==> src/ssdl_pkg.sv <==
package ssdl_pkg;

  // ---------------------------------------------------------------
  // register map
  // ---------------------------------------------------------------
  localparam int SSDL_ADDR_W = 8;
  localparam logic [SSDL_ADDR_W-1:0] SSDL_OFF_CTRL = 8'h00;
  localparam logic [SSDL_ADDR_W-1:0] SSDL_OFF_DATA = 8'h04;
  localparam logic [7:0] SSDL_CTRL_RST = 8'h00;
  localparam logic [7:0] SSDL_DATA_RST = 8'h00;
  localparam logic [23:0] SSDL_RD_PAD = 24'h000000;

  // ---------------------------------------------------------------
  // bit framing
  // ---------------------------------------------------------------
  localparam logic [3:0] SSDL_LAST_BIT = 4'h7;
  localparam logic [3:0] SSDL_ACK_BIT = 4'h8;

  // ---------------------------------------------------------------
  // timing
  // ---------------------------------------------------------------
  localparam int SSDL_CLK_MHZ = 100;
  localparam int SSDL_SCL_HALF_NS = 5000;
  // least time, so round up to whole cycles
  localparam int SSDL_HALF_CYC = (SSDL_SCL_HALF_NS * SSDL_CLK_MHZ + 999) / 1000;
  localparam int SSDL_TMR_W = 12;

  // master sequencer, gray along idle-start-run-stop
  typedef enum logic [2:0] {
    M_IDLE  = 3'h0,
    M_START = 3'h1,
    M_RUN   = 3'h3,
    M_STOP1 = 3'h2,
    M_STOP2 = 3'h6,
    M_STOP3 = 3'h7,
    M_RS1   = 3'h5,
    M_RS2   = 3'h4
  } ssdl_mst_e;

  // control and status register layout, bit 7 first
  typedef struct packed {
    logic master;
    logic tx;
    logic start_flag;
    logic stop_flag;
    logic ack_request_flag;
    logic arb;
    logic ack;
    logic si;
  } ssdl_ctrl_s;

  // conditions seen on the synchronised bus
  typedef struct packed {
    logic rise;
    logic fall;
    logic start;
    logic stop;
  } ssdl_cond_s;

endpackage

==> src/ssdl_core.sv <==
// The AHB-Lite interface to the registers and the address map are this design's own decisions.
`timescale 1ns/1ps
// Summary of operation
// - master indicator sets on generated start, clears on generated stop or lost arbitration
// - transmit indicator sets on generated start or data written before the frame
// - transmit indicator clears on start seen, lost arbitration, or data left unwritten
// - start flag sets when start plus address byte arrive; only software clears it
// - stop flag sets when a stop is seen while addressed as slave
// - stop flag sets when arbitration is lost to a stop on the bus
// - stop flag clears once the requested master stop is on the bus
// - ack request sets on each received byte, clears after each ack cycle
// - arbitration lost on repeated start seen as master with start flag low
// - arbitration lost when scl is low while making a stop or repeated start
// - arbitration lost when sda is low while sending a one, outside ack bits
// - arbitration lost flag clears each time the interrupt flag is cleared
// - ack bit sets when the incoming ack is low
// - ack bit clears when the incoming ack is high
// - interrupt on start made, arbitration lost, byte sent with ack received
// - interrupt on byte received, start plus address received, stop received
// - data shifts out msb first; first received bit lands in msb
// - bus data shifts in while data shifts out; register holds last byte
// - lost arbitration drops to slave receiver keeping the byte in the register
// - receiver sends the software ack value; unwritten ack gives a nack
// - scl held low while the interrupt flag stays set
// - stop request makes a stop after next ack; with start too, stop then start
// - start request makes master mode and a start once the bus is free
module ssdl_core
  import ssdl_pkg::*;
#(
  parameter int HALF_CYC = SSDL_HALF_CYC
) (
  // clock and reset
  input wire logic clk,
  input wire logic sys_rst,
  // ahb-lite slave
  input wire logic hsel,
  input wire logic [31:0] haddr,
  input wire logic [1:0] htrans,
  input wire logic hwrite,
  input wire logic [2:0] hsize,
  input wire logic [31:0] hwdata,
  input wire logic hready,
  output logic hreadyout,
  output logic hresp,
  output logic [31:0] hrdata,
  // two-wire pins, enable high pulls the line low
  input wire logic scl_i,
  output logic scl_o,
  output logic scl_oe,
  input wire logic sda_i,
  output logic sda_o,
  output logic sda_oe
);

  localparam logic [SSDL_TMR_W-1:0] HALF_LD = SSDL_TMR_W'(HALF_CYC - 1);

  // ---------------------------------------------------------------
  // declarations
  // ---------------------------------------------------------------
  logic [1:0] scl_sync_r, sda_sync_r;
  logic scl_s, sda_s, scl_d_r, sda_d_r;
  ssdl_cond_s cond;
  logic dp_wr_r;
  logic [SSDL_ADDR_W-1:0] dp_addr_r;
  ssdl_ctrl_s stat, wctl;
  logic sw_ctrl_wr, sw_data_wr, sw_si_clr;
  logic master_r, tx_r, sta_r, sto_r, ack_request_flag_r, arb_r, ack_r, si_r;
  logic wr_pend_r, dec_pend_r, hold_r;
  logic busy_r, skip_r, out_bit_r, first_r, addr_r, ign_r, bnd_r;
  logic [3:0] bit_cnt_r;
  logic [7:0] shift_r;
  ssdl_mst_e m_state_r;
  logic [SSDL_TMR_W-1:0] tmr_r;
  logic m_scl_low_r, m_sda_low_r;
  logic part, live, smp, shifting, tmr_done, m_ctrl, eng_sda_low;
  logic ev_rx_byte, ev_ack_end, ev_tx_ack, ev_ack_smp, ev_dec_late, do_dec;
  logic ev_gen_start, ev_gen_stop, ev_slv_stop, start_ok;
  logic arb_sda, arb_rs, arb_stop, arb_scl, ev_arb;

  function automatic logic hit(input logic [SSDL_ADDR_W-1:0] a,
                               input logic [SSDL_ADDR_W-1:0] off);
    return a == off;
  endfunction

  // ---------------------------------------------------------------
  // pin synchronisers and bus conditions
  // ---------------------------------------------------------------
  // idle bus is high, so the chain resets high
  always_ff @(posedge clk) begin
    if (sys_rst) begin
      scl_sync_r <= 2'h3;
      sda_sync_r <= 2'h3;
      scl_d_r <= 1'b1;
      sda_d_r <= 1'b1;
    end else begin
      scl_sync_r <= {scl_sync_r[0], scl_i};
      sda_sync_r <= {sda_sync_r[0], sda_i};
      scl_d_r <= scl_s;
      sda_d_r <= sda_s;
    end
  end

  // edge detection only looks at the second stage
  assign scl_s = scl_sync_r[1];
  assign sda_s = sda_sync_r[1];
  assign cond.rise = scl_s & ~scl_d_r;
  assign cond.fall = ~scl_s & scl_d_r;
  assign cond.start = scl_s & scl_d_r & sda_d_r & ~sda_s;
  assign cond.stop = scl_s & scl_d_r & ~sda_d_r & sda_s;

  // ---------------------------------------------------------------
  // ahb-lite register slave
  // ---------------------------------------------------------------
  // zero wait states; read data is captured in the address phase
  always_ff @(posedge clk) begin
    if (sys_rst) begin
      dp_wr_r <= 1'b0;
      dp_addr_r <= '0;
      hrdata <= 32'h00000000;
    end else if (hready) begin
      dp_wr_r <= hsel & htrans[1] & hwrite;
      dp_addr_r <= haddr[SSDL_ADDR_W-1:0];
      if (hsel & htrans[1] & ~hwrite) begin
        if (hit(haddr[SSDL_ADDR_W-1:0], SSDL_OFF_CTRL))
          hrdata <= {SSDL_RD_PAD, stat};
        else if (hit(haddr[SSDL_ADDR_W-1:0], SSDL_OFF_DATA))
          hrdata <= {SSDL_RD_PAD, shift_r};
        else
          hrdata <= 32'h00000000;
      end else begin
        hrdata <= 32'h00000000;
      end
    end
  end

  assign hreadyout = 1'b1;
  assign hresp = 1'b0;
  assign sw_ctrl_wr = dp_wr_r & hit(dp_addr_r, SSDL_OFF_CTRL);
  assign sw_data_wr = dp_wr_r & hit(dp_addr_r, SSDL_OFF_DATA);
  assign wctl = ssdl_ctrl_s'(hwdata[7:0]);
  assign sw_si_clr = sw_ctrl_wr & ~wctl.si & si_r;
  assign stat = '{master: master_r, tx: tx_r, start_flag: sta_r, stop_flag: sto_r,
                  ack_request_flag: ack_request_flag_r, arb: arb_r, ack: ack_r, si: si_r};

  // ---------------------------------------------------------------
  // event decode
  // ---------------------------------------------------------------
  assign part = master_r | addr_r | (first_r & ~ign_r);
  assign live = busy_r & ~skip_r;
  assign smp = cond.rise & live;
  assign shifting = smp & (bit_cnt_r < SSDL_ACK_BIT);
  assign tmr_done = (tmr_r == '0);
  // sequencer owns sda when not idle, outside the data and ack bits of a frame
  assign m_ctrl = (m_state_r != M_IDLE) & ~((m_state_r == M_RUN) & ~skip_r);
  assign ev_rx_byte = cond.fall & live & (bit_cnt_r == SSDL_LAST_BIT) & ~tx_r & part;
  assign ev_ack_end = cond.fall & live & (bit_cnt_r == SSDL_ACK_BIT);
  assign ev_tx_ack = ev_ack_end & tx_r & part;
  assign ev_ack_smp = smp & (bit_cnt_r == SSDL_ACK_BIT) & tx_r & part;
  assign ev_dec_late = dec_pend_r & ~si_r;
  assign do_dec = (ev_ack_end & ~ev_tx_ack) | ev_dec_late;
  assign ev_gen_start = (m_state_r == M_START) & tmr_done & scl_s;
  assign ev_gen_stop = (m_state_r == M_STOP3) & cond.stop;
  assign ev_slv_stop = cond.stop & addr_r & ~master_r;
  assign start_ok = (m_state_r == M_IDLE) & sta_r & ~busy_r & ~si_r & scl_s & sda_s;
  assign arb_sda = shifting & tx_r & part & out_bit_r & ~sda_s & ~m_ctrl;
  assign arb_rs = cond.start & master_r & ~sta_r;
  assign arb_stop = cond.stop & master_r & (m_state_r != M_STOP3);
  assign arb_scl = ((m_state_r == M_STOP3) | (m_state_r == M_START)) & ~scl_s;
  assign ev_arb = arb_sda | arb_rs | arb_stop | arb_scl;

  // ---------------------------------------------------------------
  // mode indicators
  // ---------------------------------------------------------------
  always_ff @(posedge clk) begin
    if (sys_rst) begin
      master_r <= 1'b0;
      tx_r <= 1'b0;
    end else begin
      if (ev_gen_stop | ev_arb)
        master_r <= 1'b0;
      else if (ev_gen_start)
        master_r <= 1'b1;
      if (ev_arb)
        tx_r <= 1'b0;
      else if (ev_gen_start)
        tx_r <= 1'b1;
      else if (cond.start)
        tx_r <= 1'b0;
      else if (do_dec)
        tx_r <= wr_pend_r;
    end
  end

  // ---------------------------------------------------------------
  // start, stop and acknowledge flags
  // ---------------------------------------------------------------
  // hardware events win over a software write in the same cycle
  always_ff @(posedge clk) begin
    if (sys_rst) begin
      sta_r <= 1'b0;
      sto_r <= 1'b0;
      ack_request_flag_r <= 1'b0;
      ack_r <= 1'b0;
    end else begin
      if (ev_rx_byte & first_r & ~master_r)
        sta_r <= 1'b1;
      else if (sw_ctrl_wr)
        sta_r <= wctl.start_flag;
      if (ev_slv_stop | arb_stop)
        sto_r <= 1'b1;
      else if (ev_gen_stop)
        sto_r <= 1'b0;
      else if (sw_ctrl_wr)
        sto_r <= wctl.stop_flag;
      if (ev_rx_byte)
        ack_request_flag_r <= 1'b1;
      else if (ev_ack_end)
        ack_request_flag_r <= 1'b0;
      if (ev_rx_byte)
        ack_r <= 1'b0;
      else if (ev_ack_smp)
        ack_r <= ~sda_s;
      else if (sw_ctrl_wr)
        ack_r <= wctl.ack;
    end
  end

  // ---------------------------------------------------------------
  // interrupt flag, stall and deferred decisions
  // ---------------------------------------------------------------
  always_ff @(posedge clk) begin
    if (sys_rst) begin
      si_r <= 1'b0;
      arb_r <= 1'b0;
      dec_pend_r <= 1'b0;
      wr_pend_r <= 1'b0;
      hold_r <= 1'b0;
    end else begin
      if (ev_rx_byte | ev_tx_ack | ev_gen_start | ev_arb | ev_slv_stop)
        si_r <= 1'b1;
      else if (sw_ctrl_wr)
        si_r <= wctl.si;
      if (ev_arb)
        arb_r <= 1'b1;
      else if (sw_si_clr)
        arb_r <= 1'b0;
      // decide the next byte only after software has had its say
      if (ev_arb)
        dec_pend_r <= 1'b0;
      else if (ev_tx_ack | ev_gen_start)
        dec_pend_r <= 1'b1;
      else if (ev_dec_late)
        dec_pend_r <= 1'b0;
      if (sw_data_wr)
        wr_pend_r <= 1'b1;
      else if (do_dec)
        wr_pend_r <= 1'b0;
      // grab scl only once it is already low, so no false edge;
      // let go only after the deferred bit has reached sda
      if (~si_r & ~dec_pend_r)
        hold_r <= 1'b0;
      else if (si_r & ~scl_s & busy_r)
        hold_r <= 1'b1;
    end
  end

  // ---------------------------------------------------------------
  // bit engine
  // ---------------------------------------------------------------
  always_ff @(posedge clk) begin
    if (sys_rst) begin
      busy_r <= 1'b0;
      skip_r <= 1'b0;
      bit_cnt_r <= 4'h0;
      first_r <= 1'b0;
      addr_r <= 1'b0;
      ign_r <= 1'b0;
      bnd_r <= 1'b0;
    end else if (cond.stop) begin
      busy_r <= 1'b0;
      first_r <= 1'b0;
      addr_r <= 1'b0;
      bnd_r <= 1'b0;
    end else if (cond.start) begin
      busy_r <= 1'b1;
      skip_r <= 1'b1;
      bit_cnt_r <= 4'h0;
      first_r <= 1'b1;
      addr_r <= 1'b0;
      ign_r <= 1'b0;
      bnd_r <= 1'b0;
    end else if (cond.fall & busy_r) begin
      // the fall right after a start is not a bit boundary
      if (skip_r) begin
        skip_r <= 1'b0;
      end else if (bit_cnt_r == SSDL_ACK_BIT) begin
        bit_cnt_r <= 4'h0;
        bnd_r <= 1'b1;
        if (first_r) begin
          first_r <= 1'b0;
          // a nacked address mutes slave events until next start
          if (~master_r) begin
            addr_r <= ack_r;
            ign_r <= ~ack_r;
          end
        end
      end else begin
        bit_cnt_r <= 4'(bit_cnt_r + 4'h1);
      end
    end else if (cond.rise) begin
      bnd_r <= 1'b0;
    end
  end

  // next outgoing bit, loaded while scl is low
  always_ff @(posedge clk) begin
    if (sys_rst)
      out_bit_r <= 1'b1;
    else if (cond.start)
      out_bit_r <= 1'b0;
    else if (do_dec)
      out_bit_r <= shift_r[7];
    else if (cond.fall & live & (bit_cnt_r < SSDL_LAST_BIT))
      out_bit_r <= shift_r[7];
  end

  // ---------------------------------------------------------------
  // shift data register
  // ---------------------------------------------------------------
  // bus shift wins; software must stay off it mid-byte
  always_ff @(posedge clk) begin
    if (sys_rst)
      shift_r <= SSDL_DATA_RST;
    else if (shifting)
      shift_r <= {shift_r[6:0], sda_s};
    else if (sw_data_wr)
      shift_r <= hwdata[7:0];
  end

  // ---------------------------------------------------------------
  // master sequencer
  // ---------------------------------------------------------------
  always_ff @(posedge clk) begin
    if (sys_rst) begin
      m_state_r <= M_IDLE;
      tmr_r <= '0;
      m_scl_low_r <= 1'b0;
      m_sda_low_r <= 1'b0;
    end else if (ev_arb) begin
      m_state_r <= M_IDLE;
      m_scl_low_r <= 1'b0;
      m_sda_low_r <= 1'b0;
    end else begin
      if (~tmr_done)
        tmr_r <= tmr_r - 1'b1;
      case (m_state_r)
        M_IDLE: begin
          if (start_ok) begin
            m_sda_low_r <= 1'b1;
            tmr_r <= HALF_LD;
            m_state_r <= M_START;
          end
        end
        M_START: begin
          if (ev_gen_start) begin
            m_scl_low_r <= 1'b1;
            tmr_r <= HALF_LD;
            m_state_r <= M_RUN;
          end
        end
        M_RUN: begin
          if (m_scl_low_r) begin
            if (tmr_done & ~si_r & ~dec_pend_r) begin // sda settles first
              if (bnd_r & sto_r) begin
                m_sda_low_r <= 1'b1;
                tmr_r <= HALF_LD;
                m_state_r <= M_STOP1;
              end else if (bnd_r & sta_r) begin
                m_sda_low_r <= 1'b0;
                tmr_r <= HALF_LD;
                m_state_r <= M_RS1;
              end else begin
                m_scl_low_r <= 1'b0;
              end
            end
          end else if (cond.rise) begin
            // high time counts from the seen rise, so stretching works
            tmr_r <= HALF_LD;
          end else if (tmr_done & scl_s) begin
            m_scl_low_r <= 1'b1;
            tmr_r <= HALF_LD;
          end
        end
        M_STOP1: begin
          if (tmr_done) begin
            m_scl_low_r <= 1'b0;
            tmr_r <= HALF_LD;
            m_state_r <= M_STOP2;
          end
        end
        M_STOP2: begin
          if (tmr_done & scl_s) begin
            m_sda_low_r <= 1'b0;
            m_state_r <= M_STOP3;
          end
        end
        M_STOP3: begin
          if (cond.stop)
            m_state_r <= M_IDLE;
        end
        M_RS1: begin
          if (tmr_done) begin
            m_scl_low_r <= 1'b0;
            tmr_r <= HALF_LD;
            m_state_r <= M_RS2;
          end
        end
        M_RS2: begin
          if (tmr_done & scl_s) begin
            m_sda_low_r <= 1'b1;
            tmr_r <= HALF_LD;
            m_state_r <= M_START;
          end
        end
        default: m_state_r <= M_IDLE;
      endcase
    end
  end

  // ---------------------------------------------------------------
  // pin drivers
  // ---------------------------------------------------------------
  assign eng_sda_low = busy_r & part &
      (((bit_cnt_r < SSDL_ACK_BIT) & tx_r & ~out_bit_r) |
       ((bit_cnt_r == SSDL_ACK_BIT) & ~tx_r & ack_r));

  always_ff @(posedge clk) begin
    if (sys_rst) begin
      scl_oe <= 1'b0;
      sda_oe <= 1'b0;
    end else begin
      scl_oe <= m_scl_low_r | hold_r;
      sda_oe <= m_ctrl ? m_sda_low_r : eng_sda_low;
    end
  end

  assign scl_o = 1'b0;
  assign sda_o = 1'b0;
endmodule

==> config.mk <==
export PLATFORM = sky130hd
export DESIGN_NAME = ssdl_core
export DESIGN_NICKNAME = d
export VERILOG_FILES = /design/src/ssdl_pkg.sv /design/src/ssdl_core.sv
export SDC_FILE = /design/constraint.sdc
export NUM_CORES = 1
export LEC_CHECK = 0
export BUFFER_PORTS_ARGS = -buffer_cell sky130_fd_sc_hd__buf_2
export CORE_MARGIN = 2
export CORE_UTILIZATION = 35
export DETAILED_ROUTE_END_ITERATION = 8
export GPL_ROUTABILITY_DRIVEN = 0
export GPL_TIMING_DRIVEN = 0
export PLACE_DENSITY = 0.62
export RECOVER_POWER = 25
export SKIP_CTS_REPAIR_TIMING = 1
export SLEW_MARGIN = 15
export SYNTH_ARGS = -nofsm -noshare
export SYNTH_HDL_FRONTEND = slang
export SYNTH_SLANG_ARGS = --single-unit
==> constraint.sdc <==
create_clock -name clk -period 2.3 [get_ports clk]
set_input_delay 0.46 -clock clk [delete_from_list [all_inputs] [get_ports clk]]
set_output_delay 0.46 -clock clk [all_outputs]
set_load 0.05 [all_outputs]
Word level (Yosys, flattened, before mapping):

Cells that the tools add are included.

* equality and inequality tests: 27
* mux-type cells: 89
* reductions and logical operators: 38
* add/subtract/negate cells: 2
* bitwise operators: 106
* order comparisons: 2

Operators by type and width (count)
* 12-bit 2-to-1 mux: 10
* 1-bit AND: 70
* 12-bit case mux with 5 select lines: 1
* 1-bit 2-to-1 mux: 55
* 3-bit 2-to-1 mux: 11
* 32-bit 2-to-1 mux: 1
* 8-bit 2-to-1 mux: 4
* 3-bit case mux with 8 select lines: 1
* 2-bit nonzero test: 12
* 2-bit != test, second input constant: 11
* 1-bit NOT: 20
* 8-bit by 3-bit equality test with 1-bit output, second input constant: 2
* 8-bit zero test: 2
* 4-bit 2-to-1 mux: 4
* 1-bit OR: 16
* 3-bit nonzero test: 5
* 3-bit equality test, second input constant: 4
* 12-bit zero test: 1
* 3-bit AND reduction: 4
* 2-bit OR reduction: 6
* 12-bit by 1-bit subtractor with 12-bit output, second input constant: 1
* 10-bit AND reduction: 1
* 7-bit AND reduction: 1
* 3-bit by 2-bit equality test with 1-bit output, second input constant: 2
* 17 further kinds: 19

* bits in registers: 96
* logic and storage cells: 297
* output and inout bits: 38
* input port bits: 76

Logic depth before layout (Yosys ltp):

Gate-level depths: netlist of the first run.

* depth in word-level cells: 15
* depth in mapped cells: 11
* gate-level depth less buffers: 10

Worst setup path before layout of the first run:

No wires, ideal clock.

* path kind: reg-to-reg
* start point: register tmr_r[1]
* end point: register tmr_r[2]
* library setup time: 0.117 ns
* arrival: 2.090 ns
* buffers on the path: 1
* setup slack: 0.093 ns
* period minus slack after synthesis: 2.207 ns
* data required time: 2.183 ns
* stages on the path, launching flop included: 11
* cell sequence: dfxtp_1 inv_1 ha_1 nor4b_4 and3_1 buf_6 inv_6 a2111o_1 nand4_2 o21ai_0 a32o_1

* word-level cells in the longest chain between the ends: 7
* elaborated cells on any way between the ends: 18
* those cells by class: add/sub (1); mux (11); bitwise (5); reduce/logical (1)

Ends and longest elaborated chain
* start, declared: RTL line ssdl_core.sv:73 `logic [SSDL_TMR_W-1:0] tmr_r;`
* start signal, assigned: RTL line ssdl_core.sv:355 `tmr_r <= tmr_r - 1'b1;`
* 12-bit by 1-bit subtractor with 12-bit output / 12-bit zero test (equally long branches): RTL line ssdl_core.sv:355, ssdl_core.sv:152
* 12-bit 2-to-1 mux: RTL line ssdl_core.sv:354 `if (~tmr_done)`
* 12-bit 2-to-1 mux: RTL line ssdl_core.sv:378 `end else if (bnd_r & sta_r) begin`
* 12-bit 2-to-1 mux: RTL line ssdl_core.sv:374 `if (bnd_r & sto_r) begin`
* 12-bit 2-to-1 mux: RTL line ssdl_core.sv:373 `if (tmr_done & ~si_r & ~dec_pend_r) begin`
* 12-bit 2-to-1 mux: RTL line ssdl_core.sv:372 `if (m_scl_low_r) begin`
* 12-bit case mux with 5 select lines *: RTL line ssdl_core.sv:356 `case (m_state_r)`

Every way passes the cells marked *; elsewhere a longest branch is shown, timed or not.
A chain may end at the register's enable or synchronous reset.

Worst setup path after layout of the first run:

* start point: register tmr_r[0]
* end point: register m_state_r[0]

* word-level cells in the longest chain between the ends: 5
* elaborated cells on any way between the ends: 13
* those cells by class: eq/ne (6); bitwise (5); reduce/logical (2)

Ends and longest elaborated chain
* 12-bit zero test *: RTL line ssdl_core.sv:152 `assign tmr_done = (tmr_r == '0);`
* 1-bit AND (on tied branches) (2 in series): RTL line ssdl_core.sv:373, ssdl_core.sv:161
* 2-bit by 1-bit != test with 1-bit output (no line) / 2-bit != test (equally long branches)
* 10-bit AND reduction (no line) *
* end signal, assigned: RTL line ssdl_core.sv:368 `m_state_r <= M_RUN;`
* end signal, assigned: RTL line ssdl_core.sv:377 `m_state_r <= M_STOP1;`
* end signal, assigned: RTL line ssdl_core.sv:381 `m_state_r <= M_RS1;`
* end, declared: RTL line ssdl_core.sv:72 `ssdl_mst_e m_state_r;`

Marked as above.

==> metrics.cfg, run 1 <==
[timing]
worst_slack_ns=0.00877
finalCriticalPeriod_ns=2.29
finalSetupTns_ns=0
setup_viol_count_final=0
max-slew-margin-rel_pct=55.2
fmax_mhz=436
maxSlewViolCount=0
finClkSkew_ns=0.00855
min_period_over_period_pct=99.6
rsz0062_at_grt=yes
hold_viol=0
tightestPinTransition_ns=0.672
hold-worst-slack_ns=0.313

[critical_path]
cp_slowest_cell=or3_1
critPathCaptureType=register
critPathRequiredTime_ns=2.56
critPathArrivalTime_ns=2.55
critPathTopFamily=simple AND/OR/NAND/NOR gates
cp-start-kind=register
worstPathCellList=inv_4 > ha_4 > nor4b_4 > and3_1 > buf_6 > inv_8 > a211oi_4 > o2111ai_4 > or3_1 > a31oi_1
critPathKind=register to register
worst-path-buf-inv=3
slowest_delay_ns=0.39
cp_max_fo=10

[power]
p_per_area_mw_per_mm2=951
design_power_total_mw=4.77
ir_worst_vdd_v=0.000440
leakage_nw=2.05

[clock_tree]
cts_tree=built
clk_pin_slew_ns=0.06
insertion_delay_ns=0.34
clk_path_buf_depth=2
cts_made_buffers=9
cts.sinks=72
root_buffer=clkbuf_16
htreeDepth=3

[yosys]
yosys_warnings=0
async_reset_ff_share_pct=0
syn_area_mm2=0.00405
yosysSeqAreaShare_pct=35.6
synth_edf_count=0
avgSynthCellArea_um2=8.29
synth_area_leaders=dfxtp_1, buf_4, mux2i_1, nor2_1, a21oi_1
synth.largest_area_cell=dfxtp_1
synthFlopType=dfxtp_1
synthCells=489
synth_cell_types=70
yosys.area.top_type_share_pct=35.6
ys_ff_latch=72

[die]
initial_utilization_pct=35.6
dieWidth_um=112
row_count=39
core_area_mm2=0.0114
die-area_mm2=0.0125
die_y_um=112
ioPinCount=114

[layout]
multi_input_area_mm2=0.00244
fill_cells=1150
final_cells=716
final_cell_area_mm2=0.00502
register_area_mm2=0.00145
layout-drive-gt1-share_pct=23.6
nets=649
synthToLayoutAreaGrowth_pct=23.9
n_antenna_cell=0
final_util_pct=44.2

[global_routing]
grt_usage_pct=16.7
grt_max_degree=13
grt_pass1_wl_mm=17.1
grt.overflow.total=0
antenna_found_initial=0
grt_pass1_vias=3510

[job]
maxCapViolations=0

[run_status]
status=complete, no violations

[drt]
routed_wl_mm=10.8
vias=3769
postRouteAntennaNets=0
firstDrtPassIters=5
wire_per_inst_um=15.1
routed_via_density=5.26
dr.first_iter.drc_count=162
route.detailed.drc=0

[place]
place_inst=690
pre_cts_ws_ns=-0.337
dpl_cell_area_mm2=0.00449
io_buffers=32
post-dp-hpwl_mm=7.61

[worst_hold_path]
hold_path_class=input pin to register

-- flip-flops by register name (all words and copies together) (netlist names), 2 cells and up --
signal / count
dp_addr_r: 8
tmr_r: 12
scl_sync_r: 2
shift_r: 8
bit_cnt_r: 4
sda_sync_r: 2
m_state_r: 3
hrdata: 8
-- metal layers --
| layer | vias to the layer above | part of all wire [%] | GRT usage (%) |
|---|---|---|---|
| met4 | 0 | 2.2 | 6.01 |
| li1 | 1866 | - | - |
| met2 | 141 | 46 | 28.0 |
| met1 | 1742 | 45 | 21.1 |
| met3 | 20 | 6.6 | 3.92 |
| met5 | - | 0 | 0 |
-- cell families after synthesis --
group,synth area share [%]
DFF,35.6
AOI/OAI and AO/OA,18.1
buffers and inverters,9.57
and+or+nand+nor,26.7
xor gates and xnor gates,0.648
adders and majority gates,1.54
other,0.185
muxes,7.69
-- final cells by class --
class	instances	share of cell area (%)
Tap cell	143	3.56
Inverter	14	1.25
Clock buffer	11	4.64
Buffer	52	6.36
Clock inverter	5	1.62
Sequential cell	72	28.8
Multi-Input combinational cell	372	48.6
Timing Repair Buffer	47	5.18
-- placed cells by master (no fill, tap or decap), drive strengths merged, types with 4 or more instances in the layout --
master and instances:
conb 28, inv 14, nand2b 11, dfxtp 72
o21ai 18, a211oi 13, ha 5, mux2 9
nor4b 4, a21oi 38, nand3 10, nand4 12
clkbuf 40, nand3b 4, nor3 17, nor4 7
mux2i 21, a31oi 10, or3 5, nor2b 11
nand2 33, buf 70, or2 9, nor2 55
nand4b 5
-- final timing paths --
| check | from | to | slack [ns] | cells past startpoint |
|---|---|---|---|---|
| worst max register to register | tmr_r[0] | m_state_r[0] | 0.009 | 10 |
| worst max-delay path | tmr_r[0] | m_state_r[0] | 0.009 | 10 |
| worst min register to register | scl_sync_r[0] | scl_sync_r[1] | 0.41 | 1 |
| worst min-delay path | sda_i | sda_sync_r[0] | 0.31 | 2 |
-- Yosys cell counts, types with 4 or more instances --
master	number
a31oi_1	10
ha_1	5
buf_4	28
o21ai_0	18
nor3_1	17
clkbuf_1	22
a21oi_1	36
mux2_2	9
nor2b_1	11
nand4_1	11
nand4b_1	5
or3_1	5
nand2b_1	11
mux2i_1	21
or2_2	9
nand2_1	33
nor4_1	5
dfxtp_1	72
a211oi_1	12
nand3_1	10
nor2_1	55
inv_1	13
nand3b_1	4
-- report_power, final --
part,switching (mW),internal [mW],leakage (nW)
Sequential,0.161,1.38,0.588
Clock,0.557,0.951,0.150
Combinational,0.969,0.751,1.31
(Power assumes the default switching activity.)
==> run 2, diff against run 1 <==
--- a/config.mk
+++ b/config.mk
@@ -6,6 +6,7 @@
 export NUM_CORES = 1
 export LEC_CHECK = 0
 export BUFFER_PORTS_ARGS = -buffer_cell sky130_fd_sc_hd__buf_2
+export CORE_ASPECT_RATIO = 1.75
 export CORE_MARGIN = 2
 export CORE_UTILIZATION = 35
 export DETAILED_ROUTE_END_ITERATION = 8
==> metrics.cfg, run 2 (same netlist as run 1, synthesis figures left out) <==
[layout]
layout-drive-gt1-share_pct=23.5  ; -0.051 points
nets=647  ; -0.31%
layout_common_cells=dfxtp_1, nor2_1, buf_4
largest-register=tmr_r
final_common_cell=dfxtp_1
n_antenna_cell=0  ; unchanged
synthToLayoutAreaGrowth_pct=21.8
largest_register_ffs=12  ; unchanged

[timing]
maxSlewViolCount=0  ; unchanged
finalCriticalPeriod_ns=2.31  ; +0.0165 ns
tightestPinTransition_ns=0.669  ; -0.00237 ns
finClkSkew_ns=0.00735  ; -0.00120 ns
setup_viol_count_final=2  ; +2
fmax_mhz=433  ; -0.72%
worst_slack_ns=-0.00776  ; -0.0165 ns
min_period_over_period_pct=100  ; +0.72 points
rsz0062_at_grt=yes
max-slew-margin-rel_pct=55.4  ; +0.16 points
hold_viol=0  ; unchanged
hold-worst-slack_ns=0.305  ; -0.00814 ns

[critical_path]
critPathArrivalTime_ns=2.57  ; +0.02 ns
worst-path-buf-inv=3  ; unchanged
rrSetupSlack_ns=-0.008  ; -0.02 ns
cp_max_fo=10  ; unchanged
slowest_delay_ns=0.38  ; about the same
cp_slowest_cell=or3_1
worstPathCellList=inv_2 > ha_1 > nor4b_4 > and3_1 > buf_6 > inv_8 > a211oi_4 > o2111ai_4 > or3_1 > a31oi_1
crit_start=tmr_r[0]
cp-start-kind=register
endpoint=m_state_r[0]
critPathTopFamily=simple AND/OR/NAND/NOR gates
worst_r2r_path_depth=10  ; unchanged
timing.rr.end=m_state_r[0]
critPathCaptureType=register
cp.depth=10  ; unchanged
timing.rr.start=tmr_r[0]
critPathRequiredTime_ns=2.57  ; about the same
critPathKind=register to register

[die]
die-area_mm2=0.0125  ; +0.27%
row_count=52  ; +33%
dieWidth_um=85.3  ; -24%
die_y_um=146  ; +31%
core_area_mm2=0.0115  ; +0.72%
ioPinCount=114  ; unchanged
initial_utilization_pct=35.4  ; -0.25 points

[drt]
wire_per_inst_um=16.4  ; +8.9%
route.detailed.drc=0  ; unchanged
postRouteAntennaNets=0  ; unchanged
routed_wl_mm=11.6  ; +7.2%
firstDrtPassIters=6  ; +1
dr.first_iter.drc_count=257  ; +59%
vias=3840  ; +1.9%
routed_via_density=5.45  ; +3.5%

[power]
p_per_area_mw_per_mm2=927  ; -2.5%
design_power_total_mw=4.57  ; -4.1%
leakage_nw=2.03  ; -1.1%
ir_worst_vdd_v=0.000520  ; +18%

[place]
post-dp-hpwl_mm=8.69  ; +14%
io_buffers=32  ; unchanged

[worst_hold_path]
hold_path_class=input pin to register
hold_depth=2  ; unchanged

[run_status]
status=complete, but fails checks
violations=negative setup slack

[clock_tree]
insertion_delay_ns=0.34  ; about the same
cts.sinks=72  ; unchanged
htreeDepth=3  ; unchanged
clk_pin_slew_ns=0.06  ; about the same
cts_made_buffers=9  ; unchanged
clk_path_buf_depth=2  ; unchanged
cts_tree=built
root_buffer=clkbuf_16

[global_routing]
grt_pass1_vias=3727  ; +6.2%
grt_pass1_wl_mm=18.5  ; +7.7%
antenna_found_initial=0  ; unchanged
grt_max_degree=13  ; unchanged
grt_usage_pct=18.6  ; +1.9 points
grt.overflow.total=0  ; unchanged

[job]
maxCapViolations=0  ; unchanged

[run 2: routing by layer]
layer	wire, um	vias to the layer above	share of wire (%)	GRT usage [%]
met2	6380	146	55	35.6
met5	0	-	0	0
met4	586	0	5.1	11.0
met3	448	41	3.9	2.54
li1	-	1860	-	-
met1	4150	1793	36	18.2
[run 2: layout make-up]
class | instances | area [um2]
fill | 1166 | 6510
tap | 135 | 169
clock inverter | 6 | 61.3
buffer | 53 | 327
clock buffer | 9 | 225
sequential | 72 | 1450
multi-input combinational | 372 | 2410
inverter | 14 | 60.1
timing repair buffer | 44 | 239
[run 2: stage by stage]
step                utilization (%)  instances  setup slack [ns]  TNS [ns]  instance area (um2)
floorplan                         -        515            0.0931         0                 4150
global placement               39.1        682            -0.352     -5.03                 4480
detailed placement             39.1        682            -0.346     -5.43                 4480
CTS                            41.6        697            -0.362     -5.88                 4770
global route                   43.1        705            -0.123    -0.451                 4940
finish                         43.1        705          -0.00776   -0.0142                 4940
[run 2: worst min path at each step]
stage / start / to / slack [ns]
2_1_floorplan: scl_sync_r[0] / scl_sync_r[1] / 0.39
3_3_place_gp: scl_sync_r[0] / scl_sync_r[1] / 0.39
3_5_place_dp: scl_sync_r[0] / scl_sync_r[1] / 0.40
4_1_cts: scl_i / scl_sync_r[0] / 0.30
5_1_grt: sda_i / sda_sync_r[0] / 0.30
6_report: sda_i / sda_sync_r[0] / 0.31
[run 2: power breakdown]
part	internal, mW	switching [mW]	leakage, nW
combinational	0.700	0.950	1.30
sequential	1.38	0.172	0.587
clock	0.829	0.542	0.141
